## src/rtl/ioa_defs.svh

```systemverilog
// Constants of the I/O memory cycle allocator
`ifndef IOA_DEFS_SVH
`define IOA_DEFS_SVH
`define IOA_NPRI          4
`define IOA_NCH           8
`define IOA_CIW           3
`define IOA_RATE_W        3
`define IOA_BLK_W         4
`define IOA_CLK_NS        10
`define IOA_MEM_CYCLE_NS  2000
`define IOA_CNT_W         16
`define IOA_RES_PERIOD    2'd3
`define IOA_VS_ROUNDS     3'd6
`define IOA_RATE_MIN      3'd1
`define IOA_RATE_MAX      3'd6
`define IOA_SECTOR_CAP    4'd6
`define IOA_SLOT_MAP      4'b0001
`define IOA_HOME_SECTOR   4'b1100
`endif

```

## src/rtl/ioa_pkg.sv

```systemverilog
// Types shared by the I/O memory cycle allocator
`include "ioa_defs.svh"
package ioa_pkg;
    typedef struct packed {
        logic banked;
        logic varspeed;
        logic reserve_fourth;
        logic aux1_redirect;
    } ioa_cfg_t;

    typedef struct packed {
        logic                     active;
        logic [`IOA_NCH-1:0]      mask;
        logic [`IOA_CIW-1:0]      owner;
    } ioa_ilk_t;

    typedef struct packed {
        logic                     valid;
        logic [`IOA_CIW-1:0]      chan;
    } ioa_grant_t;

    typedef struct packed {
        logic                     has_aux;
        logic [`IOA_CIW-2:0]      primary;
    } ioa_slot_t;
endpackage : ioa_pkg

```

## src/rtl/ioa_cycle_allocator.sv

```systemverilog
// Memory cycle allocator between transfer channels and the processor
// Summary of operation
// Memory cycles are offered to channels in rotation, one channel each.
// Offered channel with demand is granted memory for that one cycle.
// Unclaimed cycle goes to the processor.
// Banked mode: same block conflict, I/O wins, processor waits one cycle.
// Banked mode: different blocks proceed together, no processor stall.
// Every I/O grant moves one character, never a word.
// Slot of an absent optional channel goes to the processor.
// Missing first auxiliary: its slot is offered to the first primary.
// Optionally every fourth memory cycle is reserved for the processor.
// A channel without auxiliary partner is offered every round.
// Primary slot alternates between primary and auxiliary each round.
// Paired channels each get an offer every second round.
// Interlocked channels give all their slots to the owning transfer.
// When interlock ends, normal rotation resumes.
// Variable speed: one to six offers per window, set by rate code.
// Variable speed assignment busies only a primary and its auxiliary.
// Sum of rates within one sector is capped at six units.
// Sector escape moves a channel into the other sector.
// The requester names a channel of the device's sector or escapes.
// Each memory cycle has exactly one owner.
`timescale 1ns/10ps
`default_nettype none
`include "ioa_defs.svh"
module ioa_cycle_allocator #(
    parameter int                  NPRI        = `IOA_NPRI,
    parameter logic [NPRI-1:0]     AUX_MAP     = `IOA_SLOT_MAP,
    parameter logic [NPRI-1:0]     HOME_SECTOR = `IOA_HOME_SECTOR,
    parameter int                  MEM_CYC_NS  = `IOA_MEM_CYCLE_NS
) (
    input  wire logic                          clk_in,
    input  wire logic                          resetn_in,
    input  wire ioa_pkg::ioa_cfg_t             cfg_in,
    input  wire logic [2*NPRI-1:0]             installed_in,
    input  wire logic [2*NPRI-1:0]             demand_in,
    input  wire ioa_pkg::ioa_ilk_t             ilk_in,
    input  wire logic [NPRI*`IOA_RATE_W-1:0]   rate_code_in,
    input  wire logic [NPRI-1:0]               escape_in,
    input  wire logic [2*NPRI*`IOA_BLK_W-1:0]  io_block_in,
    input  wire logic                          proc_req_in,
    input  wire logic [`IOA_BLK_W-1:0]         proc_block_in,
    output ioa_pkg::ioa_grant_t                offer_out,
    output ioa_pkg::ioa_grant_t                grant_out,
    output logic [2*NPRI:0]                    owner_out,
    output logic                               proc_go_out,
    output logic                               proc_stall_out,
    output logic [NPRI-1:0]                    pair_busy_out
);
    localparam int NCH = 2 * NPRI;
    // Memory cycle length in clocks, rounded up; at least two for the table read
    localparam int MEM_CLKS_RAW = (MEM_CYC_NS + `IOA_CLK_NS - 1) / `IOA_CLK_NS;
    localparam int MEM_CLKS = (MEM_CLKS_RAW < 2) ? 2 : MEM_CLKS_RAW;
    localparam logic [`IOA_CNT_W-1:0] MEM_LAST = `IOA_CNT_W'(MEM_CLKS - 1);
    localparam logic [`IOA_CIW-2:0] SLOT_LAST = (`IOA_CIW-1)'(NPRI - 1);

    // Rate code clamped into the legal one to six range
    function automatic logic [2:0] clamp_rate(input logic [2:0] code);
        if (code < `IOA_RATE_MIN) begin
            clamp_rate = `IOA_RATE_MIN;
        end else if (code > `IOA_RATE_MAX) begin
            clamp_rate = `IOA_RATE_MAX;
        end else begin
            clamp_rate = code;
        end
    endfunction : clamp_rate

    // Grants rate to each primary in index order until its sector is full
    function automatic logic [NPRI*3-1:0] sector_rates(
        input logic [NPRI*3-1:0] codes,
        input logic [NPRI-1:0]   sector
    );
        logic [3:0] used0;
        logic [3:0] used1;
        logic [3:0] room;
        logic [2:0] want;
        logic [2:0] give;
        used0 = 4'h0;
        used1 = 4'h0;
        sector_rates = '0;
        for (int i = 0; i < NPRI; i++) begin
            want = clamp_rate(codes[i*3 +: 3]);
            room = `IOA_SECTOR_CAP - (sector[i] ? used1 : used0);
            give = ({1'b0, want} > room) ? room[2:0] : want;
            sector_rates[i*3 +: 3] = give;
            if (sector[i]) begin
                used1 = used1 + {1'b0, give};
            end else begin
                used0 = used0 + {1'b0, give};
            end
        end
    endfunction : sector_rates

    // Count up and wrap to zero after the last value
    function automatic logic [2:0] wrap_inc(
        input logic [2:0] value,
        input logic [2:0] last
    );
        wrap_inc = (value == last) ? 3'd0 : value + 3'd1;
    endfunction : wrap_inc

    // Memory block addressed by one channel
    function automatic logic [`IOA_BLK_W-1:0] block_of(
        input logic [2*NPRI*`IOA_BLK_W-1:0] blocks,
        input logic [`IOA_CIW-1:0]          chan
    );
        block_of = blocks[chan*`IOA_BLK_W +: `IOA_BLK_W];
    endfunction : block_of

    ioa_pkg::ioa_slot_t slot_data;

    // Registered state, each with its next value
    logic [`IOA_CNT_W-1:0]   div_reg;
    logic [`IOA_CNT_W-1:0]   div_next;
    logic [`IOA_CIW-2:0]     slot_reg;
    logic [`IOA_CIW-2:0]     slot_next;
    logic                    round_reg;
    logic                    round_next;
    logic [1:0]              res_reg;
    logic [1:0]              res_next;
    logic [2:0]              vs_reg;
    logic [2:0]              vs_next;
    ioa_pkg::ioa_grant_t     offer_reg;
    ioa_pkg::ioa_grant_t     offer_next;
    ioa_pkg::ioa_grant_t     grant_reg;
    ioa_pkg::ioa_grant_t     grant_next;
    logic [2*NPRI:0]         owner_reg;
    logic [2*NPRI:0]         owner_next;
    logic                    go_reg;
    logic                    go_next;
    logic                    stall_reg;
    logic                    stall_next;
    logic [NPRI-1:0]         busy_reg;
    logic [NPRI-1:0]         busy_next;

    // Slot decode, only meaningful at a tick
    logic                    tick;
    logic                    reserved;
    logic                    to_proc;
    logic [`IOA_CIW-1:0]     target;
    logic [`IOA_CIW-1:0]     aux_idx;
    logic [NPRI*3-1:0]       eff_rate;
    logic [`IOA_BLK_W-1:0]   chan_block;

    // Table read lags the slot by one clock, hence at least two clocks per cycle
    ioa_slot_rom #(
        .NPRI    (NPRI),
        .AUX_MAP (AUX_MAP)
    ) u_slot_rom (
        .clk_in    (clk_in),
        .resetn_in (resetn_in),
        .addr_in   (slot_reg),
        .data_out  (slot_data)
    );

    // Divider: one tick per memory cycle; slot, round, offer, grant, owner and processor state step on it
    always_comb begin
        tick     = (div_reg == MEM_LAST);
        div_next = tick ? '0 : div_reg + `IOA_CNT_W'(1);
    end

    always_ff @(posedge clk_in or negedge resetn_in) begin
        if (!resetn_in) begin
            div_reg <= '0;
        end else begin
            div_reg <= div_next;
        end
    end

    // Decode of the slot that the coming tick hands out
    always_comb begin
        eff_rate   = sector_rates(rate_code_in, HOME_SECTOR ^ escape_in);
        reserved   = cfg_in.reserve_fourth && (res_reg == `IOA_RES_PERIOD);
        aux_idx    = {1'b1, slot_data.primary};
        target     = {1'b0, slot_data.primary};
        to_proc    = 1'b0;
        if (cfg_in.varspeed) begin
            // Aux of a pair never takes its own slots here
            to_proc = ({1'b0, vs_reg} >=
                       {1'b0, eff_rate[slot_data.primary*`IOA_RATE_W +: `IOA_RATE_W]});
        end else if (slot_data.has_aux && round_reg) begin
            if (installed_in[aux_idx]) begin
                target = aux_idx;
            end else if (cfg_in.aux1_redirect && slot_data.primary == '0) begin
                target = {1'b0, slot_data.primary};
            end else begin
                to_proc = 1'b1;
            end
        end
        if (!installed_in[target]) begin
            to_proc = 1'b1;
        end
        // Owner substitution only while the interlock is active
        if (ilk_in.active && ilk_in.mask[target]) begin
            target = ilk_in.owner;
        end
        if (reserved) begin
            to_proc = 1'b1;
        end
        chan_block = block_of(io_block_in, target);
    end

    // Rotation slot, round parity, speed window and reserve count
    always_comb begin
        slot_next  = slot_reg;
        round_next = round_reg;
        vs_next    = vs_reg;
        res_next   = res_reg;
        if (tick) begin
            res_next = res_reg + 2'd1;
            // Reserved cycles leave the channel rotation where it was
            if (!reserved) begin
                slot_next = (`IOA_CIW-1)'(wrap_inc({1'b0, slot_reg}, {1'b0, SLOT_LAST}));
                // Round parity and speed window step once per full rotation
                if (slot_reg == SLOT_LAST) begin
                    round_next = ~round_reg;
                    vs_next    = wrap_inc(vs_reg, `IOA_VS_ROUNDS - 3'd1);
                end
            end
        end
    end

    always_ff @(posedge clk_in or negedge resetn_in) begin
        if (!resetn_in) begin
            slot_reg  <= '0;
            round_reg <= 1'b0;
            res_reg   <= 2'd0;
            vs_reg    <= 3'd0;
        end else begin
            slot_reg  <= slot_next;
            round_reg <= round_next;
            res_reg   <= res_next;
            vs_reg    <= vs_next;
        end
    end

    // Cycle owner and processor permission, held for one memory cycle
    always_comb begin
        offer_next       = offer_reg;
        grant_next       = grant_reg;
        grant_next.valid = 1'b0;
        owner_next       = owner_reg;
        go_next          = go_reg;
        stall_next       = stall_reg;
        if (tick) begin
            offer_next.valid = !to_proc;
            offer_next.chan  = target;
            owner_next       = '0;
            if (!to_proc && demand_in[target]) begin
                grant_next.valid   = 1'b1;
                grant_next.chan    = target;
                owner_next[target] = 1'b1;
                if (cfg_in.banked) begin
                    stall_next = proc_req_in && (proc_block_in == chan_block);
                    go_next    = proc_req_in && (proc_block_in != chan_block);
                end else begin
                    // One shared memory: a waiting processor always loses the cycle
                    stall_next = proc_req_in;
                    go_next    = 1'b0;
                end
            end else begin
                owner_next[NCH] = 1'b1;
                stall_next      = 1'b0;
                go_next         = proc_req_in;
            end
        end
    end

    always_ff @(posedge clk_in or negedge resetn_in) begin
        if (!resetn_in) begin
            offer_reg <= '0;
            grant_reg <= '0;
            owner_reg <= {1'b1, {NCH{1'b0}}};
            go_reg    <= 1'b0;
            stall_reg <= 1'b0;
        end else begin
            offer_reg <= offer_next;
            grant_reg <= grant_next;
            owner_reg <= owner_next;
            go_reg    <= go_next;
            stall_reg <= stall_next;
        end
    end

    // Pair busy follows demand on every clock, not only at ticks
    always_comb begin
        for (int i = 0; i < NPRI; i++) begin
            busy_next[i] = cfg_in.varspeed && demand_in[i];
        end
    end

    always_ff @(posedge clk_in or negedge resetn_in) begin
        if (!resetn_in) begin
            busy_reg <= '0;
        end else begin
            busy_reg <= busy_next;
        end
    end

    assign offer_out      = offer_reg;
    assign grant_out      = grant_reg;
    assign owner_out      = owner_reg;
    assign proc_go_out    = go_reg;
    assign proc_stall_out = stall_reg;
    assign pair_busy_out  = busy_reg;
endmodule : ioa_cycle_allocator
`default_nettype wire

```

## src/rtl/ioa_slot_rom.sv

```systemverilog
// Rotation slot table with registered read
`timescale 1ns/10ps
`default_nettype none
`include "ioa_defs.svh"
module ioa_slot_rom #(
    parameter int                  NPRI    = `IOA_NPRI,
    parameter logic [NPRI-1:0]     AUX_MAP = `IOA_SLOT_MAP
) (
    input  wire logic                  clk_in,
    input  wire logic                  resetn_in,
    input  wire logic [`IOA_CIW-2:0]   addr_in,
    output ioa_pkg::ioa_slot_t         data_out
);
    ioa_pkg::ioa_slot_t data_reg;
    ioa_pkg::ioa_slot_t data_next;

    always_comb begin
        data_next.primary = addr_in;
        data_next.has_aux = AUX_MAP[addr_in];
    end

    always_ff @(posedge clk_in or negedge resetn_in) begin
        if (!resetn_in) begin
            data_reg <= '0;
        end else begin
            data_reg <= data_next;
        end
    end

    assign data_out = data_reg;
endmodule : ioa_slot_rom
`default_nettype wire

```

## config.mk

```make
export PLATFORM = sky130hd
export DESIGN_NAME = ioa_cycle_allocator
export DESIGN_NICKNAME = d
export VERILOG_FILES = /design/src/rtl/ioa_pkg.sv /design/src/rtl/ioa_cycle_allocator.sv /design/src/rtl/ioa_slot_rom.sv
export VERILOG_INCLUDE_DIRS = /design/src /design/src/rtl
export SDC_FILE = /design/constraint.sdc
export NUM_CORES = 1
export LEC_CHECK = 0
export BUFFER_PORTS_ARGS = -buffer_cell sky130_fd_sc_hd__buf_2
export CORE_AREA = 3 3 88 124
export CTS_BUF_LIST = sky130_fd_sc_hd__clkbuf_8 sky130_fd_sc_hd__clkbuf_16
export CTS_CLUSTER_DIAMETER = 80
export CTS_CLUSTER_SIZE = 14
export DETAILED_ROUTE_END_ITERATION = 6
export DIE_AREA = 0 0 91 127
export SLEW_MARGIN = 5
export SYNTH_ARGS = -nofsm -noshare
export SYNTH_HDL_FRONTEND = slang
export SYNTH_SLANG_ARGS = --single-unit
```

## constraint.sdc

```tcl
create_clock -name clk_in -period 3.55 [get_ports clk_in]
set_input_delay 0 -clock clk_in [delete_from_list [all_inputs] [get_ports clk_in]]
set_output_delay 0 -clock clk_in [all_outputs]
set_load 0.03 [all_outputs]
```

# Word-level counts from Yosys, hierarchy flattened
# Index checks and enable logic that the tools add are counted.
[word_totals] regBits=50 latchBits=0 ram_bits=0 mem_bits_ro=0 inputBits=87 elab_cells=128 mem_count=0
[classes] addsub=11 multipliers=1 div_mod_pow=0 n_lt_le_gt_ge=19 eq_ne=6 shifts=2 n_mux=54 n_bitwise=3 n_reduce_logical=17
[op_table] op="$mux W3" n=19
[op_table] op="$mux W4" n=9
[op_table] op="$shiftx A32 B6 Y4" n=1
[op_table] op="$mux W1" n=17
[op_table] op="$add A16 B1 Y16 const B" n=1
[op_table] op="$add A4 B3 Y4" n=4
[op_table] op="$eq A16 B8 Y1 const B" n=1
[op_table] op="$mux W16" n=1
[op_table] op="$gt A3 B3 Y1 const B" n=5
[op_table] op="$gt A3 B4 Y1" n=3
[op_table] op="$logic_and A1 B1 Y1" n=12
[op_table] op="$lt A3 B1 Y1 const B" n=4
[op_table] op="$lt A3 B4 Y1 const B" n=3
[op_table] op="$shiftx A12 B5 Y3" n=1
[op_table] op="$sub A3 B4 Y4 const A" n=3
[op_table] op="$bmux W1 S3" n=3
[op_table] op="$mux W8" n=1
[op_table] op="$lt A3 B5 Y1 const B" n=1
[op_table] op="$add A2 B1 Y2 const B" n=2
[op_table] op="$bmux W1 S2" n=2
[op_table] op="$eq A2 B2 Y1 const B" n=2
[op_table] op="$eq A4 B4 Y1" n=1
[op_table] op="$mul A2 B2 Y4 const B" n=1
[op_table] op="$ne A4 B4 Y1" n=1
[op_table] op="13 further kinds" n=15

# Longest topological paths before layout
# Gate-level depths: netlist (run 1).
[depth] depth_word=31 ltp_mapped=43

# Cells and area by module
# A second synthesis (run 1) with hierarchy kept.
[unflattened] cells_unflattened=385 hier_area_um2=3814.9
[by_module_without_submodules] module="ioa_cycle_allocator" instances=1 cells_each=381 area_per_inst_um2=3736.1
[by_module_without_submodules] module="ioa_slot_rom" instances=1 cells_each=4 area_per_inst_um2=78.8

# Least setup slack after synthesis (run 1)
# OpenSTA, ideal clock, no wires.
[synth_path] kind="input-to-reg" start="input escape_in[1]" end="register grant_reg (netlist bit grant_out[1])" setup_time_ps=125 t_arrival_ps=8994 required_time_ps=3425 setup_slack_ps=-5569 path_stages=40 path_cell_list="clkbuf_1 xnor2_1 and2_1 ha_1 xor2_1 inv_1 ha_1 a21oi_1 a31oi_1 o21ai_0 ha_1 fa_1 mux2_2 mux2_2 ha_1 ha_1 a21o_1 a21oi_1 [4 not listed] fa_1 mux4_2 ha_1 ha_1 a21o_1 a21oi_1 a31oi_1 nand2_1 mux2i_1 mux4_2 ha_1 nand2b_1 a21o_1 a21o_1 a221oi_1 nand2_4 nor2_2 mux2_4"
[synth_between] elab_chain_len=24 elab_cells_between_ends=28 cone_classes="add/sub (7); order compare (4); shift (1); mux (13); reduce/logical (3)"
[synth_rtl] item="start, declared" line="ioa_cycle_allocator.sv:39" source="input wire logic [NPRI-1:0] escape_in,"
[synth_rtl] item="$mux W4" line="ioa_cycle_allocator.sv:83" source="room = `IOA_SECTOR_CAP - (sector[i] ? used1 : used0);"
[synth_rtl] item="$sub A3 B4 Y4 (no source line)"
[synth_rtl] item="$gt A3 B4 Y1" line="ioa_cycle_allocator.sv:84" source="give = ({1'b0, want} > room) ? room[2:0] : want;"
[synth_rtl] item="$mux W3" line="ioa_cycle_allocator.sv:84"
[synth_rtl] item="$add A4 B3 Y4 (on tied branches)" line="ioa_cycle_allocator.sv:89, ioa_cycle_allocator.sv:87"
[synth_rtl] item="$mux W4" line="ioa_cycle_allocator.sv:86" source="if (sector[i]) begin"
[synth_rtl] item="$mux W4" line="ioa_cycle_allocator.sv:83"
[synth_rtl] item="$sub A3 B4 Y4 (no source line)"
[synth_rtl] item="[8 not listed]"
[synth_rtl] item="$shiftx A12 B5 Y3 *" line="ioa_cycle_allocator.sv:180" source="{1'b0, eff_rate[slot_data.primary*`IOA_RATE_W +: `IOA_RATE_W]});"
[synth_rtl] item="$ge A3 B3 Y1 *" line="ioa_cycle_allocator.sv:179" source="to_proc = ({1'b0, vs_reg} >="
[synth_rtl] item="$mux W1 *" line="ioa_cycle_allocator.sv:177" source="if (cfg_in.varspeed) begin"
[synth_rtl] item="$mux W1 *" line="ioa_cycle_allocator.sv:190" source="if (!installed_in[target]) begin"
[synth_rtl] item="$mux W1 *" line="ioa_cycle_allocator.sv:197" source="if (reserved) begin"
[synth_rtl] item="$logic_not A1 Y1 *" line="ioa_cycle_allocator.sv:249" source="if (!to_proc && demand_in[target]) begin"
[synth_rtl] item="$logic_and A1 B1 Y1 *" line="ioa_cycle_allocator.sv:249"
[synth_rtl] item="$reduce_and A2 Y1 (no source line) *"
[synth_rtl] item="end signal, assigned" line="ioa_cycle_allocator.sv:278" source="grant_reg <= grant_next;"
[synth_rtl] item="end, declared" line="ioa_cycle_allocator.sv:125" source="ioa_pkg::ioa_grant_t grant_reg;"
# Mark *: on every way between the ends. The rest lies on a longest branch, timed or not.
# A chain may end at the register's enable or synchronous reset.

# Worst setup path in the final report (run 1)
[layout_path] start="input rate_code_in[0]" end="register grant_reg (netlist bit grant_out[1])"
[layout_between] elab_chain_len=30 elab_cells_between_ends=36 cone_classes="add/sub (7); order compare (7); shift (1); mux (18); reduce/logical (3)"
[layout_rtl] item="start, declared" line="ioa_cycle_allocator.sv:38" source="input wire logic [NPRI*`IOA_RATE_W-1:0] rate_code_in,"
[layout_rtl] item="$gt A3 B3 Y1 (no source line)"
[layout_rtl] item="$mux W3" line="ioa_cycle_allocator.sv:61" source="end else if (code > `IOA_RATE_MAX) begin"
[layout_rtl] item="$mux W3 *" line="ioa_cycle_allocator.sv:59" source="if (code < `IOA_RATE_MIN) begin"
[layout_rtl] item="$gt A3 B3 Y1" line="ioa_cycle_allocator.sv:84"
[layout_rtl] item="$mux W3 *" line="ioa_cycle_allocator.sv:84"
[layout_rtl] item="$mux W3" line="ioa_cycle_allocator.sv:86"
[layout_rtl] item="$mux W4" line="ioa_cycle_allocator.sv:83"
[layout_rtl] item="$sub A3 B4 Y4 (no source line)"
[layout_rtl] item="[14 not listed]"
[layout_rtl] item="$shiftx A12 B5 Y3 *" line="ioa_cycle_allocator.sv:180"
[layout_rtl] item="$ge A3 B3 Y1 *" line="ioa_cycle_allocator.sv:179"
[layout_rtl] item="$mux W1 *" line="ioa_cycle_allocator.sv:177"
[layout_rtl] item="$mux W1 *" line="ioa_cycle_allocator.sv:190"
[layout_rtl] item="$mux W1 *" line="ioa_cycle_allocator.sv:197"
[layout_rtl] item="$logic_not A1 Y1 *" line="ioa_cycle_allocator.sv:249"
[layout_rtl] item="$logic_and A1 B1 Y1 *" line="ioa_cycle_allocator.sv:249"
[layout_rtl] item="$reduce_and A2 Y1 (no source line) *"
# Marked as above.

==> results of run 1 <==
## per-layer routing
| metal | wire length, um | GRT usage |
|---|---|---|
| met1 | 4110 | 0.209 |
| met5 | 0 | 0 |
| met4 | 142 | 0.0471 |
| met3 | 301 | 0.0241 |
| met2 | 5540 | 0.331 |
## synth_stat cells, types with 7 or more instances
cell,instances,share of area
dfrtp_1,49,0.31
mux2i_1,32,0.081
ha_1,31,0.099
inv_1,30,0.029
nand2_1,30,0.029
nor2_1,18,0.017
xnor2_1,16,0.036
a21oi_1,15,0.019
xor2_1,15,0.033
o21ai_0,14,0.018
a21o_1,13,0.025
clkbuf_1,11,0.010
mux4_2,10,0.057
and2_1,9,0.014
nand3_1,9,0.011
mux2_2,7,0.020
## worst paths after layout
| path | slack [ns] | depth (start not counted) | end | from |
|---|---|---|---|---|
| worst min register to register | 0.42 | 0 | u_slot_rom.data_out[1] | slot_reg[1] |
| worst max register to register | 0.02 | 10 | proc_go_out | u_slot_rom.data_out[0] |
| max in group asynchronous | 2.41 | 2 | proc_go_out | resetn_in |
| worst max-delay path | -4.71 | 42 | grant_out[1] | rate_code_in[0] |
| min in group asynchronous | 0.45 | 2 | div_reg[3] | resetn_in |
| worst min-delay path | 0.02 | 2 | pair_busy_out[0] | cfg_in[2] |
## layout by cell type, fill, tap and decap left out, types with 12 or more instances in the layout
cell | synthesis | routed
nand2_1 | 30 | 30
nor2_1 | 18 | 16
inv_1 | 30 | 26
mux2i_1 | 32 | 28
a21o_1 | 13 | 13
ha_1 | 31 | 18
buf_2 | 4 | 108
xor2_1 | 15 | 12
buf_4 | 0 | 65
dfrtp_1 | 49 | 49
xnor2_1 | 16 | 15
## area by class of cell
class                   instances  area, sq um  area share
well taps                     135          169      0.0297
clock inverters                 3         45.0     0.00793
multi-input cells             287         2830       0.499
flip-flops and latches         50         1250       0.221
repair buffers                183         1140       0.200
inverters                      31          116      0.0205
clock buffers                   5          125      0.0220
## logic make-up after synthesis
group / count (synthesis)
adders and majority gates: 37
DFF: 50
muxes: 57
buffers and inverters: 48
xor gates and xnor gates: 31
and+or+nand+nor: 100
AOI/OAI and AO/OA: 62
## per-stage QoR
stage | hold WS (ns) | util | area, sq um
detailed placement | 0.243 | 0.523 | 5180
finish | 0.0248 | 0.574 | 5680
global placement | 0.239 | 0.523 | 5180
CTS | 0.0264 | 0.565 | 5590
floorplan | -0.296 | - | 4120
global route | 0.0302 | 0.574 | 5680
## power by group
part	switching [mW]	internal (mW)
Sequential	0.00195	0.575
Clock	0.211	0.332
Combinational	0.522	0.634
Total	0.735	1.54
## repair_timing
action,4_1_cts,5_1_grt
pin swaps,28,14
buffers inserted,6,4
setup endpoints to repair,16,16
cloned,0,0
hold buffers,7,0
resized for setup,22,11
hold endpoints to repair,54,0
==> impl_metrics.csv, run 1 <==
group,metric,value,unit
worst_hold_path,hp-class,"input port to flip-flop",
timing,rsz0062_at_grt,"yes",
floorplanning,dieArea,11600,sq um
yosys,synthAdderAreaFrac,0.124,
clocking,numCtsBuffers,5,
clocking,clock_latency,0.29,ns
timing,fin_worst_skew,0.00372,ns
worst_setup_path,crit_slowest_cell,"mux4_2",
worst_setup_path,critPathMaxFanout,5,
timing,setup_viol,16,
worst_setup_path,path_class,"input port to flip-flop",
timing,worst_pin_slew,1.10,ns
yosys,yosysWarnings,0,
routing,drc,0,
timing,hold_viol,0,
yosys,synth_area,3940,sq um
floorplanning,start_util,0.397,
timing,layout_setup_ws,-4.71,ns
worst_setup_path,critPathTopFamily,"adder cells",
yosys,synth_top_family_by_area,"multiplexers",
routing,vias,3445,
clocking,tritoncts,"done",
worst_setup_path,crit_buf_inv,2,
run_status,status,"complete, but fails checks",
worst_setup_path,cp_common_cell,"ha_4",
global_routing,grt_max_degree,51,
timing,drv_slew,0,
routing,antenna_left,0,
clocking,htreeDepth,2,
worst_setup_path,worstSetupEndpointType,"flip-flop",
pwr,static-leakage-power,2.91,nW
final_layout,diodes,0,
timing,min_period,8.26,ns
routing,wl_per_cell,14.6,um
global_routing,first_global_vias,3585,
floorplanning,coreArea,9900,sq um
yosys,synth_edf_count,0,
timing,fmax,121,MHz
yosys,synth_area_per_cell,10.2,sq um
timing,slew_headroom,0.266,
timing,setup-tns-final,-73.73,ns
flow_run,cap_violations,0,
floorplanning,core.rowCount,43,
yosys,post_synth_and_or_nand_nor_area_fraction,0.132,
yosys,synth_seq_cells,50,
yosys,synth_compound_area_frac,0.103,
placed_design,place_ws,-5.41,ns
yosys,async_flop_share,1.00,
run_status,violations,"setup timing",
global_routing,grt_pass1_wl,16600,um
routing,wirelength,10100,um
routing,routed_via_density,4.96,
final_layout,fin_cells,694,
global_routing,grt_util_all_layers,0.176,
routing,firstDrtPassIters,6,
final_layout,drive_gt1_frac,0.453,
yosys,synthCells,385,
yosys,synth_mux_area_frac,0.205,
placed_design,dpl.cell_count,670,
yosys,synthDistinctLibCells,53,
worst_setup_path,worstPathRequired,3.73,ns
global_routing,grt_overflow_total,0,
placed_design,dpl.hpwl,8290,um
final_layout,area_delta_synth_final,44.3,%
final_layout,largest_reg_flops,16,
floorplanning,die_x,91,um
worst_setup_path,cp.arrival,8.43,ns
final_layout,nFillCells,904,
final_layout,nets,680,
global_routing,antenna_found_initial,0,
yosys,seq_area_frac_synth,0.318,
worst_setup_path,critical-path-max-stage-delay,0.52,ns
worst_setup_path,startpoint_type,"input port",
pwr,power_density,401,nW/um^2
placed_design,portBuffers,109,
yosys,synth_ff_type,"dfrtp_1",
timing,fin_crit_sh,2.33,
pwr,ir_worst_vdd,211,uV
floorplanning,num_io_pins,110,
clocking,cts.clk_slew.worst_paths,0.06,ns
clocking,clock_path_buffers,2,
floorplanning,die_height,127,um
yosys,synth-xor-area-share,0.0690,
yosys,synth_fp_nets,507,
clocking,cts_sinks,50,
routing,drt_iter0_drc,76,
pwr,power.total,2.28,mW
placed_design,place_congestion,0.880,
clocking,cts_root_buf,"clkbuf_16",
No activity file was read; power rests on OpenSTA's default activity.
==> run 2, diff against run 1 <==
TNS_END_PERCENT = 30   (was not set)
==> run 2 against run 1 <==
Compared with the run above:
- the run still ends with setup timing left
- worst setup slack worse by 0.061 ns
- die area unchanged
- sequential power about the same
- routed wire length increased by 2.2%
- critical path depth is 1 higher
- flip-flop and latch count unchanged
- via count increased by 1.8%
- hold slack improved by 0.0075 ns
- clock skew rose by 0.0034 ns
- count of clock-buffer cells in the layout did not move
- cell count fell by 0.14%
- global-route usage increased by 0.25 points
==> impl_metrics.csv, run 2 (synthesis results as in run 1) <==
group,metric,value,unit
run_status,status,"complete, but fails checks",
run_status,violations,"setup timing",
timing,rsz0062_at_grt,"yes",
floorplanning,dieArea,11600,sq um
worst_setup_path,worstPathRequired,3.73,ns
worst_hold_path,hp-class,"input port to flip-flop",
routing,antenna_left,0,
final_layout,diodes,0,
routing,firstDrtPassIters,4,
routing,vias,3508,
pwr,static-leakage-power,2.91,nW
timing,fmax,120,MHz
worst_setup_path,critPathMaxFanout,5,
placed_design,dpl.cell_count,667,
routing,wirelength,10300,um
final_layout,layout_common_cells,"buf_2 (108), buf_4 (64), dfrtp_1 (49)",
timing,min_period,8.32,ns
clocking,htreeDepth,2,
floorplanning,die_height,127,um
clocking,numCtsBuffers,5,
clocking,clock_latency,0.29,ns
pwr,power_density,402,nW/um^2
pwr,p_clk_frac,0.210,
pwr,ir_worst_vdd,189,uV
worst_setup_path,worstSetupEndpointType,"flip-flop",
worst_setup_path,cp_num_cells,43,
worst_setup_path,critical-path-max-stage-delay,0.53,ns
timing,worst_pin_slew,1.08,ns
routing,drt_iter0_drc,101,
timing,fin_crit_sh,2.34,
timing,layout_setup_ws,-4.77,ns
worst_setup_path,reg2regPathDepth,11,
pwr,switching_share,0.337,
timing,setup_viol,16,
global_routing,grt_overflow_total,0,
routing,drc,0,
pwr,p_comb_frac,0.537,
final_layout,final_common_cell,"buf_2",
timing,hold_viol,0,
worst_setup_path,cp-endpoint,"grant_out[1]",
placed_design,placed_cell_area,5170,sq um
final_layout,fin_cells,693,
pwr,pwr-share-seq,0.254,
final_layout,largest_reg_flops,16,
floorplanning,num_io_pins,110,
final_layout,drive_gt1_frac,0.448,
clocking,cts_root_buf,"clkbuf_16",
pwr,power.total,2.27,mW
worst_setup_path,startpoint_type,"input port",
pwr,power.switching,766,uW
final_layout,register_area,1250,sq um
final_layout,area_delta_synth_final,43.8,%
clocking,clock_path_buffers,2,
flow_run,cap_violations,0,
worst_setup_path,timing.rr.end,"proc_stall_out",
timing,drv_slew,0,
global_routing,first_global_vias,3705,
timing,slew_headroom,0.278,
floorplanning,start_util,0.397,
worst_setup_path,crit_slowest_cell,"mux4_2",
worst_setup_path,cp_common_cell,"ha_4",
final_layout,nets,679,
placed_design,place_congestion,0.848,
timing,fin_worst_skew,0.00716,ns
worst_setup_path,crit_buf_inv,3,
worst_setup_path,critPathTopFamily,"adder cells",
worst_setup_path,cp-startpoint,"rate_code_in[1]",
pwr,internal_power,1.51,mW
worst_setup_path,rr_startpoint,"u_slot_rom.data_out[0]",
global_routing,grt_pass1_wl,16900,um
worst_setup_path,cp.arrival,8.50,ns
routing,routed_via_density,5.06,
floorplanning,coreArea,9900,sq um
clocking,tritoncts,"done",
floorplanning,core.rowCount,43,
placed_design,dpl.hpwl,8260,um
timing,setup-tns-final,-74.56,ns
clocking,cts_sinks,50,
global_routing,antenna_found_initial,0,
worst_setup_path,ff2ff_setup_slack,0.09,ns
clocking,cts.clk_slew.worst_paths,0.07,ns
global_routing,grt_max_degree,51,
routing,wl_per_cell,14.9,um
final_layout,multi_input_area,2840,sq um
placed_design,portBuffers,109,
global_routing,grt_util_all_layers,0.179,
worst_setup_path,path_class,"input port to flip-flop",
final_layout,design_area,5660,sq um
floorplanning,die_x,91,um
final_layout,nFillCells,902,
## run 2: per-layer routing
metal | vias up | routed length, um | part of all wire | GRT usage
met2 | 86 | 5470 | 0.53 | 0.329
met4 | 0 | 288 | 0.028 | 0.0604
met1 | 1691 | 4160 | 0.40 | 0.207
met3 | 22 | 407 | 0.039 | 0.0324
li1 | 1709 | - | - | -
met5 | - | 0 | 0 | 0
## run 2: cell type report
cell class,instances,area share
timing repair buffer,182,0.200
clock buffer,5,0.0221
multi-input combinational,287,0.501
tap,135,0.0299
clock inverter,3,0.00420
sequential,50,0.221
inverter,31,0.0206
## run 2: power by group through the flow
stage | registers, mW | clock network [mW] | logic, mW
finish | 0.577 | 0.477 | 1.22
floorplan | 0.598 | 0 | 0.648
CTS | 0.577 | 0.494 | 1.14
detailed placement | 0.588 | 0 | 1.02
global route | 0.577 | 0.517 | 1.34
global placement | 0.588 | 0 | 0.972
## run 2: how the worst min path moves through the flow
stage,slack (ns),depth (start not counted),to,startpoint
2_1_floorplan,-0.30,0,div_reg[0],resetn_in
3_3_place_gp,0.24,2,pair_busy_out[3],demand_in[3]
3_5_place_dp,0.24,2,pair_busy_out[1],demand_in[1]
4_1_cts,0.03,2,pair_busy_out[1],cfg_in[2]
5_1_grt,0.03,2,pair_busy_out[1],cfg_in[2]
6_report,0.03,2,pair_busy_out[3],cfg_in[2]
## run 2: metrics by stage
step                worst slack [ns]   util  hold WS, ns
floorplan                      -4.78      -       -0.296
global placement               -5.09  0.522        0.236
global route                   -5.20  0.571       0.0254
finish                         -4.77  0.571       0.0323
CTS                            -4.75  0.561       0.0257
detailed placement             -5.39  0.522        0.238
## run 2: what timing repair did
item / 4_1_cts / 5_1_grt
hold buffers: 7 / 0
pin swaps: 23 / 10
hold endpoints to repair: 54 / 0
setup buffers: 6 / 5
resized for setup: 23 / 10
endpoints found under the setup margin: 16 / 16
==> run 3, diff against run 2 <==
GPL_ROUTABILITY_DRIVEN = 0   (was not set)
RECOVER_POWER = 100   (was not set)
==> run 3 against run 2 <==
Compared with the run above:
- the run ends with capacitance limit, slew limit, setup timing left
- first-iteration DRC count rose by 3.0%
- non-clock buffer count did not move
- maximum frequency barely moved
- sequential share of layout area rose by 0.13 points
- critical endpoint unchanged
==> impl_metrics.csv, run 3 (synthesis results as in run 1) <==
group,metric,value,unit
run_status,status,"complete, but fails checks",
run_status,violations,"capacitance limit, slew limit, setup timing",
floorplanning,die_height,127,um
worst_setup_path,crit_buf_inv,3,
final_layout,nets,679,
final_layout,fin_cells,693,
clocking,clock_latency,0.29,ns
clocking,numCtsBuffers,5,
pwr,power_density,404,nW/um^2
final_layout,drive_gt1_frac,0.401,
final_layout,design_area,5620,sq um
clocking,cts_root_buf,"clkbuf_16",
clocking,htreeDepth,2,
timing,rsz0062_at_grt,"yes",
timing,fin_crit_sh,2.34,
clocking,cts.clk_slew.worst_paths,0.07,ns
routing,antenna_left,0,
worst_setup_path,path_class,"input port to flip-flop",
placed_design,dpl.hpwl,8260,um
routing,wl_per_cell,14.9,um
floorplanning,coreArea,9900,sq um
worst_setup_path,rr_startpoint,"u_slot_rom.data_out[0]",
worst_setup_path,critical-path-max-stage-delay,0.53,ns
global_routing,grt_pass1_wl,16900,um
timing,fmax,120,MHz
placed_design,place_ws,-5.39,ns
routing,drt_iter0_drc,104,
placed_design,placed_cell_area,5170,sq um
routing,firstDrtPassIters,4,
final_layout,diodes,0,
routing,routed_via_density,5.07,
timing,fin_worst_skew,0.00724,ns
routing,vias,3512,
floorplanning,die_x,91,um
worst_setup_path,cp-startpoint,"rate_code_in[1]",
timing,slew_headroom,-0.735,
timing,hold_viol,0,
clocking,clock_path_buffers,2,
flow_run,cap_violations,1,
floorplanning,start_util,0.397,
global_routing,antenna_found_initial,0,
worst_setup_path,startpoint_type,"input port",
worst_setup_path,worstPathRequired,3.73,ns
final_layout,final_common_cell,"buf_2",
timing,drv_slew,51,
final_layout,area_delta_synth_final,42.9,%
timing,worst_pin_slew,2.60,ns
worst_hold_path,hold_path.startpoint,"cfg_in[2]",
worst_hold_path,hp-class,"input port to flip-flop",
worst_setup_path,cp.arrival,8.50,ns
floorplanning,num_io_pins,110,
placed_design,portBuffers,109,
worst_setup_path,cp_common_cell,"ha_4",
clocking,cts_sinks,50,
timing,hold_ws,0.0298,ns
worst_setup_path,crit_slowest_cell,"mux4_2",
worst_setup_path,critPathTopFamily,"adder cells",
pwr,static-leakage-power,2.83,nW
worst_setup_path,worstSetupEndpointType,"flip-flop",
global_routing,grt_util_all_layers,0.179,
global_routing,first_global_vias,3705,
final_layout,largest_reg_flops,16,
pwr,ir_worst_vdd,190,uV
final_layout,layout_common_cells,"buf_2 (82), buf_4 (64), dfrtp_1 (49)",
worst_setup_path,critPathMaxFanout,5,
timing,setup_viol,16,
timing,setup-tns-final,-74.58,ns
final_layout,final_util,0.568,
routing,wirelength,10400,um
timing,min_period,8.32,ns
global_routing,grt_overflow_total,0,
global_routing,grt_max_degree,51,
pwr,power.total,2.27,mW
floorplanning,core.rowCount,43,
routing,drc,0,
timing,layout_setup_ws,-4.77,ns
floorplanning,dieArea,11600,sq um
clocking,tritoncts,"done",
placed_design,dpl.cell_count,667,
run 3: repair_timing:
action	in CTS	in global routing
hold endpoints to repair	54	0
resized for setup	23	10
hold buffers	7	0
setup endpoints to repair	16	16
pin swaps	23	10
buffers inserted	6	5
run 3: metal layers:
metal	GRT usage	vias up	wire (um)
met5	0	-	0
met2	0.329	84	5480
li1	-	1709	-
met3	0.0324	22	415
met4	0.0604	0	288
met1	0.207	1697	4180
run 3: power by group:
part	switching (mW)	internal [mW]
Clock	0.213	0.264
Combinational	0.551	0.667
Sequential	0.00195	0.575
run 3: cell type report:
class	instances	area, sq um
fill	914	4280
multi-input combinational	287	2840
sequential	50	1250
timing repair buffer	182	1100
tap	135	169
clock buffer	5	125
inverter	31	116
clock inverter	3	23.8
run 3: worst paths after layout:
path	to	slack, ns	cells past startpoint
min	pair_busy_out[3]	0.03	2
max reg2reg	proc_stall_out	0.09	11
max in group asynchronous	proc_go_out	1.01	2
max	grant_out[1]	-4.77	43
min reg2reg	u_slot_rom.data_out[1]	0.42	0
min in group asynchronous	div_reg[3]	1.07	2
